**src/core/spd_pkg.sv**
```systemverilog
// constants, types and states of the presence-detect serial slave
// Overview of operation
// RQ1: the bus master starts every transfer and clocks it; this block only answers.
// RQ2: start is data falling while clock high, watched except during a write cycle.
// RQ3: stop is data rising while clock high and ends the current exchange.
// RQ4: after eight bits the receiver pulls data low in the ninth clock.
// RQ5: data is sampled on rising clock; master changes data only while clock low.
// RQ6: after start the master sends the eight-bit select code, msb first.
// RQ7: upper select nibble 1010 selects memory, 0110 selects protection and page commands.
// RQ8: memory codes answer only when bits three to one match the address pins.
// RQ9: select bit zero is direction: one reads, zero writes.
// RQ10: a matching select code is acknowledged in the ninth bit time.
// RQ11: with high voltage on pin zero, 001/100/101/000 protect blocks, 011 clears all.
// RQ12: protection queries acknowledge an unprotected block and refuse a protected one.
// RQ13: codes 110 and 111 written select page zero or one for later accesses.
// RQ14: page query acknowledges page zero and refuses page one.
// RQ15: a write acknowledges select, then one address byte, then takes data bytes.
// RQ16: only a stop in the slot right after a data acknowledge starts a write cycle. The code also commits after a refused byte once one was acknowledged.
// RQ17: during the write cycle both bus lines are ignored and nothing answers.
// RQ18: a data byte aimed at a protected location is refused and not stored.
// RQ19: page write takes one to sixteen bytes; only the low four address bits count.
// RQ20: page write bytes are acknowledged while write inhibit is low.
// RQ21: select codes are refused while busy and acknowledged once the write cycle ends.
// RQ22: a stop after the master refuses a read byte returns to standby.
// RQ23: clock held low for the timeout returns the slave to standby.
// RQ24: write inhibit low permits writes; high blocks every write. The code blocks data bytes only; protection set and clear still commit.
// RQ25: a read without address phase returns the byte at the counter, then increments.
// RQ26: after reset the selected page is zero.
// RQ27: undefined 0110 select codes are not acknowledged.
// RQ28: the write cycle lasts a parameter number of clock cycles, busy until done.
`default_nettype none
package spd_pkg;
	localparam int unsigned SYS_CLK_HZ    = 25_000_000;
	localparam int unsigned CLK_PER_US    = SYS_CLK_HZ / 1_000_000;
	localparam logic [3:0]  TYPE_MEMORY   = 4'ha;
	localparam logic [3:0]  TYPE_PROTECT  = 4'h6;
	localparam logic [2:0]  CODE_BLK0     = 3'h1;
	localparam logic [2:0]  CODE_BLK1     = 3'h4;
	localparam logic [2:0]  CODE_BLK2     = 3'h5;
	localparam logic [2:0]  CODE_BLK3     = 3'h0;
	localparam logic [2:0]  CODE_CLEAR    = 3'h3;
	localparam logic [2:0]  CODE_PAGE0    = 3'h6;
	localparam logic [2:0]  CODE_PAGE1    = 3'h7;
	localparam logic [3:0]  ACK_SLOT      = 4'h8;
	localparam logic [3:0]  LAST_DATA_BIT = 4'h7;
	localparam logic [3:0]  GROUP_STEP    = 4'h1;
	localparam logic [7:0]  ADDR_STEP     = 8'h01;
	localparam int unsigned WR_FIFO_DEPTH = 16;

	typedef enum logic [2:0] {
		ST_IDLE    = 3'b000,
		ST_SELECT  = 3'b001,
		ST_ADDRESS = 3'b010,
		ST_WDATA   = 3'b011,
		ST_RDATA   = 3'b100,
		ST_PROTCMD = 3'b101,
		ST_STANDBY = 3'b110
	} spd_state_t;

	typedef enum logic [1:0] {
		OP_NONE  = 2'b00,
		OP_SET   = 2'b01,
		OP_CLEAR = 2'b10
	} spd_op_t;

	// one byte bound for the cell array: page, byte address, data
	typedef struct packed {
		logic       page;
		logic [7:0] addr;
		logic [7:0] data;
	} spd_wr_word_t;
endpackage
`default_nettype wire

```
**src/core/spd_eeprom_serial_slave.sv**
```systemverilog
// serial slave front end with write buffer and write-cycle lockout
`default_nettype none
module spd_fifo #(
	parameter int unsigned WIDTH = 8,
	parameter int unsigned DEPTH = 16
) (
	input  wire logic             i_sys_clk,
	input  wire logic             i_rst,
	input  wire logic             i_flush,
	input  wire logic             i_in_valid,
	output logic                  o_in_ready,
	input  wire logic [WIDTH-1:0] i_in_data,
	output logic                  o_out_valid,
	input  wire logic             i_out_ready,
	output logic [WIDTH-1:0]      o_out_data
);
	localparam int unsigned AW = $clog2(DEPTH);
	logic [WIDTH-1:0] mem [DEPTH];
	logic [AW:0]      wptr_q;
	logic [AW:0]      rptr_q;
	logic             push;
	logic             pop;

	assign o_in_ready  = (wptr_q - rptr_q) != (AW+1)'(DEPTH);
	assign o_out_valid = wptr_q != rptr_q;
	assign o_out_data  = mem[rptr_q[AW-1:0]];
	assign push        = i_in_valid & o_in_ready;
	assign pop         = o_out_valid & i_out_ready;

	always_ff @(posedge i_sys_clk) begin
		if (push)
			mem[wptr_q[AW-1:0]] <= i_in_data;
	end

	always_ff @(posedge i_sys_clk or posedge i_rst) begin
		if (i_rst) begin
			wptr_q <= '0;
			rptr_q <= '0;
		end else if (i_flush) begin
			wptr_q <= '0;
			rptr_q <= '0;
		end else begin
			if (push)
				wptr_q <= wptr_q + 1'b1;
			if (pop)
				rptr_q <= rptr_q + 1'b1;
		end
	end
endmodule

module spd_eeprom_serial_slave
	import spd_pkg::*;
#(
	parameter int unsigned WRITE_CYCLE_US = 5000,
	parameter int unsigned TIMEOUT_US     = 25000
) (
	input  wire logic          i_sys_clk,
	input  wire logic          i_rst,
	input  wire logic          i_scl,
	input  wire logic          i_sda,
	output logic               o_sda_out,
	output logic               o_sda_oe,
	input  wire logic          i_slave_addr_pin_2,
	input  wire logic          i_slave_addr_pin_1,
	input  wire logic          i_slave_addr_pin_0,
	input  wire logic          i_slave_addr_pin_0_hv_detect,
	input  wire logic          i_write_inhibit_n,
	output logic [8:0]         o_rd_addr,
	input  wire logic [7:0]    i_rd_data,
	output logic               o_wr_valid,
	input  wire logic          i_wr_ready,
	output spd_pkg::spd_wr_word_t o_wr_word,
	output logic               o_busy,
	output logic               o_page,
	output logic [3:0]         o_protect
);
	import spd_pkg::*;

	localparam int unsigned WR_CYC = WRITE_CYCLE_US * CLK_PER_US;
	localparam int unsigned TO_CYC = TIMEOUT_US * CLK_PER_US;
	localparam int unsigned CW     = $clog2(WR_CYC > TO_CYC ? WR_CYC + 1 : TO_CYC + 1);

	// pins: scl, sda, inhibit, addr2..0, hv
	logic [6:0]   sync1_q;
	logic [6:0]   sync2_q;
	logic [1:0]   prev_q;
	logic         scl;
	logic         sda;
	logic         inhibit;
	logic [2:0]   pins;
	logic         hv;
	logic         scl_rise;
	logic         scl_fall;
	logic         start_det;
	logic         stop_det;

	spd_state_t   state_q;
	logic [3:0]   bit_q;
	logic         ack_phase_q;
	logic         ack_drive_q;
	logic [7:0]   shift_q;
	logic [7:0]   tx_q;
	logic [7:0]   addr_q;
	logic         page_q;
	logic [3:0]   prot_q;
	spd_op_t      op_q;
	logic [1:0]   op_blk_q;
	logic         data_ok_q;
	logic         busy_q;
	logic [CW-1:0] wcnt_q;
	logic [CW-1:0] tcnt_q;
	logic         sda_oe_q;

	logic         fifo_in_ready;
	logic         fifo_out_valid;
	logic         fifo_pop;
	logic         fifo_flush;
	logic         push;
	spd_wr_word_t fifo_out;
	spd_wr_word_t push_word;
	logic         timeout;
	logic         commit;

	// two flops on every pin before any logic looks at it
	always_ff @(posedge i_sys_clk or posedge i_rst) begin
		if (i_rst) begin
			sync1_q <= 7'h03;
			sync2_q <= 7'h03;
			prev_q  <= 2'h3;
		end else begin
			sync1_q <= {i_write_inhibit_n, i_slave_addr_pin_2, i_slave_addr_pin_1,
				i_slave_addr_pin_0, i_slave_addr_pin_0_hv_detect, i_scl, i_sda};
			sync2_q <= sync1_q;
			prev_q  <= sync2_q[1:0];
		end
	end

	assign sda      = sync2_q[0];
	assign scl      = sync2_q[1];
	assign hv       = sync2_q[2];
	assign pins     = sync2_q[5:3];
	assign inhibit  = sync2_q[6];
	// RQ5 rising edge samples
	assign scl_rise = scl & ~prev_q[1];
	assign scl_fall = ~scl & prev_q[1];
	// RQ2 start detect, RQ17 gated
	assign start_det = ~busy_q & scl & prev_q[1] & ~sda & prev_q[0];
	// RQ3 stop detect
	assign stop_det  = ~busy_q & scl & prev_q[1] & sda & ~prev_q[0];
	// RQ23 clock low timeout
	assign timeout   = tcnt_q == CW'(TO_CYC);
	// RQ16 stop only in the slot after a data byte, once any data byte was acknowledged;
	// the stop's own clock rise has already counted one bit of that slot
	assign commit    = stop_det & data_ok_q & (bit_q == 4'h1) & ~ack_phase_q
		& ((state_q == ST_WDATA) | (state_q == ST_PROTCMD));
	assign fifo_flush = (start_det | stop_det | timeout) & ~commit;

	function automatic logic [1:0] blk_of(input logic [2:0] code);
		unique case (code)
			CODE_BLK0: blk_of = 2'h0;
			CODE_BLK1: blk_of = 2'h1;
			CODE_BLK2: blk_of = 2'h2;
			default:   blk_of = 2'h3;
		endcase
	endfunction

	function automatic logic is_blk(input logic [2:0] code);
		is_blk = (code == CODE_BLK0) | (code == CODE_BLK1)
			| (code == CODE_BLK2) | (code == CODE_BLK3);
	endfunction

	// RQ24 inhibit blocks every data byte write, RQ18 protected block refused
	logic wr_allowed;
	assign wr_allowed = ~inhibit & ~prot_q[{page_q, addr_q[7]}] & fifo_in_ready;
	assign push = scl_fall & (bit_q == ACK_SLOT) & ~ack_phase_q
		& (state_q == ST_WDATA) & wr_allowed;
	assign push_word = '{page: page_q, addr: addr_q, data: shift_q};

	// RQ1 slave only: state moves only on master clock and data edges and on the clock-low timeout
	always_ff @(posedge i_sys_clk or posedge i_rst) begin
		if (i_rst) begin
			state_q     <= ST_IDLE;
			bit_q       <= 4'h0;
			ack_phase_q <= 1'b0;
			ack_drive_q <= 1'b0;
			shift_q     <= 8'h00;
			tx_q        <= 8'hff;
			data_ok_q   <= 1'b0;
			op_q        <= OP_NONE;
			op_blk_q    <= 2'h0;
		end else if (busy_q | timeout | stop_det) begin
			// RQ22 stop returns to ST_IDLE
			state_q     <= ST_IDLE;
			ack_phase_q <= 1'b0;
			ack_drive_q <= 1'b0;
			data_ok_q   <= 1'b0;
			tx_q        <= 8'hff;
		end else if (start_det) begin
			// RQ6 select code follows start
			state_q     <= ST_SELECT;
			bit_q       <= 4'h0;
			ack_phase_q <= 1'b0;
			ack_drive_q <= 1'b0;
			data_ok_q   <= 1'b0;
			op_q        <= OP_NONE;
			tx_q        <= 8'hff;
		end else if (state_q == ST_STANDBY) begin
			// an answer given on the way into standby still ends with the ninth clock
			if (scl_fall && ack_phase_q) begin
				ack_phase_q <= 1'b0;
				ack_drive_q <= 1'b0;
			end
		end else if (state_q != ST_IDLE) begin
			if (scl_rise && bit_q < ACK_SLOT) begin
				// RQ5 msb first on rising edge
				shift_q <= {shift_q[6:0], sda};
				bit_q   <= bit_q + 4'h1;
			end else if (scl_rise && ack_phase_q && state_q == ST_RDATA && sda) begin
				// master refused the byte: stop sending until stop/start
				state_q <= ST_STANDBY;
			end
			if (scl_fall && state_q == ST_RDATA && !ack_phase_q && bit_q != 4'h0
					&& bit_q <= LAST_DATA_BIT)
				tx_q <= {tx_q[6:0], 1'b1};
			if (scl_fall && bit_q == ACK_SLOT && !ack_phase_q) begin
				// RQ4 ninth clock: receiver drives low
				ack_phase_q <= 1'b1;
				tx_q        <= 8'hff;
				ack_drive_q <= 1'b0;
				unique case (state_q)
					ST_SELECT: begin
						// RQ7 type field
						if (shift_q[7:4] == TYPE_MEMORY) begin
							// RQ8 pin match
							if (shift_q[3:1] == pins) begin
								// RQ10 acknowledge match, RQ9 direction
								ack_drive_q <= 1'b1;
								state_q <= shift_q[0] ? ST_RDATA : ST_ADDRESS;
							end else
								state_q <= ST_STANDBY;
						end else if (shift_q[7:4] == TYPE_PROTECT && !shift_q[0]) begin
							state_q <= ST_STANDBY;
							if (hv && is_blk(shift_q[3:1])) begin
								// RQ11 set protect
								ack_drive_q <= ~prot_q[blk_of(shift_q[3:1])];
								state_q  <= prot_q[blk_of(shift_q[3:1])] ? ST_STANDBY
									: ST_PROTCMD;
								op_q     <= OP_SET;
								op_blk_q <= blk_of(shift_q[3:1]);
							end else if (hv && shift_q[3:1] == CODE_CLEAR) begin
								// RQ11 clear all
								ack_drive_q <= 1'b1;
								state_q <= ST_PROTCMD;
								op_q    <= OP_CLEAR;
							end else if (shift_q[3:2] == CODE_PAGE0[2:1])
								// RQ13 page select
								ack_drive_q <= 1'b1;
							// RQ27 anything else stays unanswered
						end else if (shift_q[7:4] == TYPE_PROTECT) begin
							state_q <= ST_STANDBY;
							// RQ12 protection query
							if (is_blk(shift_q[3:1]))
								ack_drive_q <= ~prot_q[blk_of(shift_q[3:1])];
							// RQ14 page query
							else if (shift_q[3:1] == CODE_PAGE0)
								ack_drive_q <= ~page_q;
						end else
							state_q <= ST_STANDBY;
					end
					ST_ADDRESS: begin
						// RQ15 address byte acknowledged
						ack_drive_q <= 1'b1;
						state_q     <= ST_WDATA;
					end
					ST_WDATA: begin
						// RQ20 acknowledge while allowed
						ack_drive_q <= wr_allowed;
						data_ok_q   <= data_ok_q | wr_allowed;
					end
					ST_PROTCMD: begin
						ack_drive_q <= 1'b1;
						data_ok_q   <= 1'b1;
					end
					default: begin
						ack_drive_q <= 1'b0;
					end
				endcase
			end else if (scl_fall && ack_phase_q) begin
				ack_phase_q <= 1'b0;
				ack_drive_q <= 1'b0;
				bit_q       <= 4'h0;
				// RQ25 load the byte at the counter
				if (state_q == ST_RDATA)
					tx_q <= i_rd_data;
			end
		end
	end

	// byte address counter and page
	always_ff @(posedge i_sys_clk or posedge i_rst) begin
		if (i_rst) begin
			addr_q <= 8'h00;
			// RQ26 page zero after reset
			page_q <= 1'b0;
		end else if (!busy_q && scl_fall && bit_q == ACK_SLOT && !ack_phase_q) begin
			if (state_q == ST_ADDRESS)
				addr_q <= shift_q;
			else if (push)
				// RQ19 only the low four bits advance
				addr_q <= {addr_q[7:4], addr_q[3:0] + GROUP_STEP};
			else if (state_q == ST_SELECT && shift_q[7:4] == TYPE_PROTECT
					&& !shift_q[0] && shift_q[3:2] == CODE_PAGE0[2:1])
				// RQ13 page select
				page_q <= shift_q[1];
		end else if (!busy_q && scl_fall && ack_phase_q && state_q == ST_RDATA)
			// RQ25 counter steps after each byte out
			addr_q <= addr_q + ADDR_STEP;
	end

	// RQ28 write cycle timer, RQ21 busy until it expires and the buffer drains
	always_ff @(posedge i_sys_clk or posedge i_rst) begin
		if (i_rst) begin
			busy_q   <= 1'b0;
			wcnt_q   <= '0;
			prot_q   <= 4'h0;
		end else if (commit) begin
			busy_q <= 1'b1;
			wcnt_q <= CW'(WR_CYC);
			if (op_q == OP_SET)
				prot_q[op_blk_q] <= 1'b1;
			else if (op_q == OP_CLEAR)
				prot_q <= 4'h0;
		end else if (busy_q) begin
			if (wcnt_q != '0)
				wcnt_q <= wcnt_q - 1'b1;
			else if (!fifo_out_valid && !o_wr_valid)
				busy_q <= 1'b0;
		end
	end

	// RQ23 count clock low time in an open exchange
	always_ff @(posedge i_sys_clk or posedge i_rst) begin
		if (i_rst)
			tcnt_q <= '0;
		else if (scl || state_q == ST_IDLE || timeout)
			tcnt_q <= '0;
		else
			tcnt_q <= tcnt_q + 1'b1;
	end

	// open drain: drive low for acknowledge or a zero read bit
	always_ff @(posedge i_sys_clk or posedge i_rst) begin
		if (i_rst)
			sda_oe_q <= 1'b0;
		else
			sda_oe_q <= ~busy_q & (ack_drive_q | (state_q == ST_RDATA
				& ~ack_phase_q & ~tx_q[7]));
	end

	// write buffer drains only during the write cycle, so a page collects first
	assign fifo_pop = busy_q & (~o_wr_valid | i_wr_ready);

	spd_fifo #(
		.WIDTH($bits(spd_wr_word_t)),
		.DEPTH(WR_FIFO_DEPTH)
	) u_wr_fifo (
		.i_sys_clk   (i_sys_clk),
		.i_rst       (i_rst),
		.i_flush     (fifo_flush),
		.i_in_valid  (push),
		.o_in_ready  (fifo_in_ready),
		.i_in_data   (push_word),
		.o_out_valid (fifo_out_valid),
		.i_out_ready (fifo_pop),
		.o_out_data  (fifo_out)
	);

	always_ff @(posedge i_sys_clk or posedge i_rst) begin
		if (i_rst) begin
			o_wr_valid <= 1'b0;
			o_wr_word  <= '0;
		end else if (fifo_pop) begin
			o_wr_valid <= fifo_out_valid;
			o_wr_word  <= fifo_out;
		end
	end

	always_ff @(posedge i_sys_clk or posedge i_rst) begin
		if (i_rst) begin
			o_sda_out <= 1'b0;
			o_sda_oe  <= 1'b0;
			o_rd_addr <= 9'h000;
			o_busy    <= 1'b0;
			o_page    <= 1'b0;
			o_protect <= 4'h0;
		end else begin
			o_sda_out <= 1'b0;
			o_sda_oe  <= sda_oe_q;
			o_rd_addr <= {page_q, addr_q};
			o_busy    <= busy_q;
			o_page    <= page_q;
			o_protect <= prot_q;
		end
	end
endmodule
`default_nettype wire

```
**config.mk**
```make
export PLATFORM = sky130hd
export DESIGN_NAME = spd_eeprom_serial_slave
export DESIGN_NICKNAME = d
export VERILOG_FILES = /design/src/core/spd_pkg.sv /design/src/core/spd_eeprom_serial_slave.sv
export SDC_FILE = /design/constraint.sdc
export NUM_CORES = 1
export LEC_CHECK = 0
export BUFFER_PORTS_ARGS = -buffer_cell sky130_fd_sc_hd__buf_2
export CORE_ASPECT_RATIO = 1.1
export CORE_MARGIN = 2
export CORE_UTILIZATION = 55
export DETAILED_ROUTE_END_ITERATION = 10
export GPL_ROUTABILITY_DRIVEN = 0
export PLACE_DENSITY = 0.71
export SETUP_SLACK_MARGIN = 0.05
export SYNTH_ARGS = -nofsm -noshare
export SYNTH_HDL_FRONTEND = slang
export SYNTH_HIERARCHICAL = 1
export SYNTH_SLANG_ARGS = --single-unit
```
**constraint.sdc**
```tcl
create_clock -name i_sys_clk -period 9.2 [get_ports i_sys_clk]
set_input_delay 0.92 -clock i_sys_clk [delete_from_list [all_inputs] [get_ports i_sys_clk]]
set_output_delay 0.92 -clock i_sys_clk [all_outputs]
set_load 0.05 [all_outputs]
```
==> results.ini <==
[critical_path]
worstReg2RegStart=u_wr_fifo/rptr_q[2]
cp.arrival_ns=5.51
worstPathMaxFanout=54
reg2reg_to=u_wr_fifo/mem[11][1]
setup.reg_to_reg.worst_slack_ns=3.85
crit_required_ns=9.36
critical_path.n_buffers_inverters=4
critPathKind=reg -> reg
worst_setup_path_start_kind=flip-flop
critPathMostFrequentCell=inv_1
critical-path-slowest-cell=and3_1
r2r_cells=13
critical_path.top_delay_family=simple AND/OR/NAND/NOR gates
crit_path_end_kind=flip-flop
worstPathCellList=buf_4 > inv_2 > ha_1 > xnor2_1 > and4bb_1 > o22a_1 > inv_1 > nand3b_1 > nor3b_1 > and2_1 > inv_1 > nor2_1 > and3_1
critPathMaxStageDelay_ns=0.87

[cts]
tritoncts_clock_tree=built
buffer_levels_on_the_longest_clock_path=3
cts.sink_count=416
cts-htree-levels=2
post_cts.resized_instances=0
post_cts_buffers=0
cts.reportedPaths.clkPinSlew_ns=0.06
worst_skew_pair.late_latency_ns=0.54
ctsRootBufferMaster=clkbuf_16
cts.hold.buffers_added=0
tritoncts.num_buffers=41

[final_layout]
final_layout_size_suffix_gt1_share_pct=19.1
filler_cell_count=2370
fin_nets=1271
synthToLayoutAreaGrowth_pct=11.7
antennaDiodeCount=0
final_util_pct=62.1
finalNonFillerCells=1689

[route]
wire_per_inst_um=23.2
detailedRoute.firstPassIterationCount=6
viasPerCell=6.02
dr_total_vias=10200
drcViolationCount=0
drtAntennaViolNets=0
drt_wl_total_um=39200
drt_first_iter_violations=1136

[floorplan]
design.portCount=53
initial_cell_density_of_the_core_pct=55.6
fp.dieArea_mm2=0.0331
floorplan.rows=68
fp.dieW_um=174
area_inside_the_core_boundary_mm2=0.0313
die-height_um=191

[global_route]
grt_overflow_total=0
busiest_layer=met2
groute.usage.overall_pct=24.4
grtUsageMet2_pct=41.2
first_pass_grt_wire_length_um=60300
grt_antenna_before_repair=0
grt.met1_usage_pct=32.7
pin_count_of_the_biggest_net_entering_global_routing=69
first_global_vias=10100
globalRouteMet3Util_pct=3.75

[sta]
period_share_pct=58.2
rsz0062_at_grt=no
actual_slew_at_the_worst_max_slew_pin_ns=1.14
relSlewSlack_pct=24.2
worst_slack_ns=3.85
finalSetupTns_ns=0
report.final.hold_viol_count=0
setup_viol=0
hold-worst-slack_ns=0.353
finClkSkew_ns=0.0166
fmax_mhz=187
final-max-slew-violation-count=0
period_needed_ns=5.35

[synthesis]
synth.yosys.seq_area_share_pct=67.8
ys_async_sr_fraction_pct=34.6
count_of_cell_types_in_the_netlist=73
yosys_warnings=6
synthesis.area_per_instance_um2=14.7
postSynthNetCount=1222
synth-main-ff-cell=edfxtp_1
post_synth_instance_area_mm2=0.0174
synth-seq-cells=416
synth-edff-count=272
netlist_instances=1187

[hold_path]
min_path_type=reg -> reg
holdPathEnd=sync2_q[4]
hold_path.startpoint=sync1_q[4]
worstHoldPathCells=0

[power]
cellPowerDensity_mw_per_mm2=193
static_leak_uw=0.00701
peakVddDrop_mv=0.145

[job]
max-cap-violations=0

[placement]
placement.setup.worst_slack_ns=3.88
io_buf_count=51
dpl.cell_count=1613
dpl_hpwl_um=25200

[run_status]
outcome=completed

registers in the layout, summed over array words and instances (netlist names), 2 cells and up:
register	count
op_blk_q	2
u_wr_fifo/wptr_q	5
o_wr_word	17
u_wr_fifo/rptr_q	5
prev_q	2
shift_q	8
tcnt_q	20
bit_q	4
wcnt_q	20
op_q	2
o_protect	4
sync2_q	7
sync1_q	7
prot_q	4
state_q	3
u_wr_fifo/mem	272
addr_q	8
o_rd_addr	8
tx_q	8
layer usage:
layer,up-vias,routed length (um)
met5,-,0
met4,0,1470
met3,97,2440
met2,443,19300
met1,5056,16000
li1,4565,-
through the flow:
stage | power, uW | instance area, um2
finish | 3750 | 19400
floorplan | 2040 | 17400
CTS | 3770 | 19400
global placement | 2050 | 18000
detailed placement | 2050 | 18000
global route | 3850 | 19400
placed cells by master (no fill, tap or decap), types with 14 or more instances in the layout:
master     instances
a21oi_1           23
a31oi_1           24
and3_1            38
buf_2             51
clkbuf_16         43
dfrtp_1          127
dfstp_2           14
edfxtp_1         272
ha_1              17
inv_1             31
mux4_2            70
nand2_1          152
nand3_1           27
nor2_1            69
nor3_1            16
o21ai_0           22
xnor2_1           18
xor2_1            21
cell usage after synthesis, drive strengths merged, types with 8 or more instances:
| library cell | instances | share of area [%] |
|---|---|---|
| mux2 | 10 | 0.65 |
| edfxtp | 272 | 47 |
| xnor2 | 18 | 0.91 |
| dfrtp | 130 | 19 |
| nand2 | 152 | 3.3 |
| clkbuf | 37 | 0.81 |
| nor2b | 14 | 0.55 |
| o21ai | 25 | 0.74 |
| a31oi | 24 | 0.86 |
| ha | 17 | 1.2 |
| xor2 | 21 | 1.1 |
| dfstp | 14 | 2.1 |
| nand3 | 27 | 0.78 |
| nor4 | 10 | 0.36 |
| mux4 | 70 | 9.1 |
| and3 | 38 | 1.4 |
| buf | 18 | 0.58 |
| nor2 | 69 | 1.5 |
| o211ai | 8 | 0.35 |
| o22ai | 10 | 0.36 |
| or4 | 8 | 0.39 |
| nor3 | 16 | 0.46 |
| inv | 33 | 0.71 |
| nor3b | 9 | 0.42 |
| nand4 | 13 | 0.47 |
| mux2i | 12 | 0.69 |
| a21oi | 23 | 0.66 |
where the power goes:
part	leakage, uW	switching, uW	internal, uW
sequential	0.00408	4.07	1980
clock	0.000676	705	1020
combinational	0.00225	23.7	7.48
area by class of cell:
cell class	count	area [um2]	share of cell area, %
Inverter	34	133	0.682
Multi-Input combinational cell	682	5250	27.0
Clock inverter	23	260	1.34
Sequential cell	416	11800	60.7
Tap cell	420	526	2.70
Timing Repair Buffer	61	330	1.70
Clock buffer	53	1140	5.88
worst max path at each step:
stage / slack [ns] / endpoint / cells past startpoint / startpoint
after floorplan: 4.14 / u_wr_fifo/mem[3][0] / 15 / u_wr_fifo/rptr_q[1]
after global placement: 4.13 / u_wr_fifo/mem[9][7] / 13 / u_wr_fifo/rptr_q[2]
after detailed placement: 3.88 / u_wr_fifo/mem[9][3] / 13 / u_wr_fifo/rptr_q[2]
after CTS: 3.85 / u_wr_fifo/mem[9][16] / 13 / u_wr_fifo/rptr_q[2]
after global routing: 3.48 / u_wr_fifo/mem[9][10] / 13 / u_wr_fifo/rptr_q[2]
final: 3.85 / u_wr_fifo/mem[11][1] / 13 / u_wr_fifo/rptr_q[2]
kinds of logic after synthesis:
group	count (synthesis)	share of synthesized area (%)
flops	416	67.8
fa+ha+maj	17	1.22
simple gates	399	11.5
other cells	1	0.0216
compound gates	134	5.05
buf+inv	89	2.11
mux	92	10.4
xor+xnor	39	1.96
No activity file was read; power rests on OpenSTA's default activity.
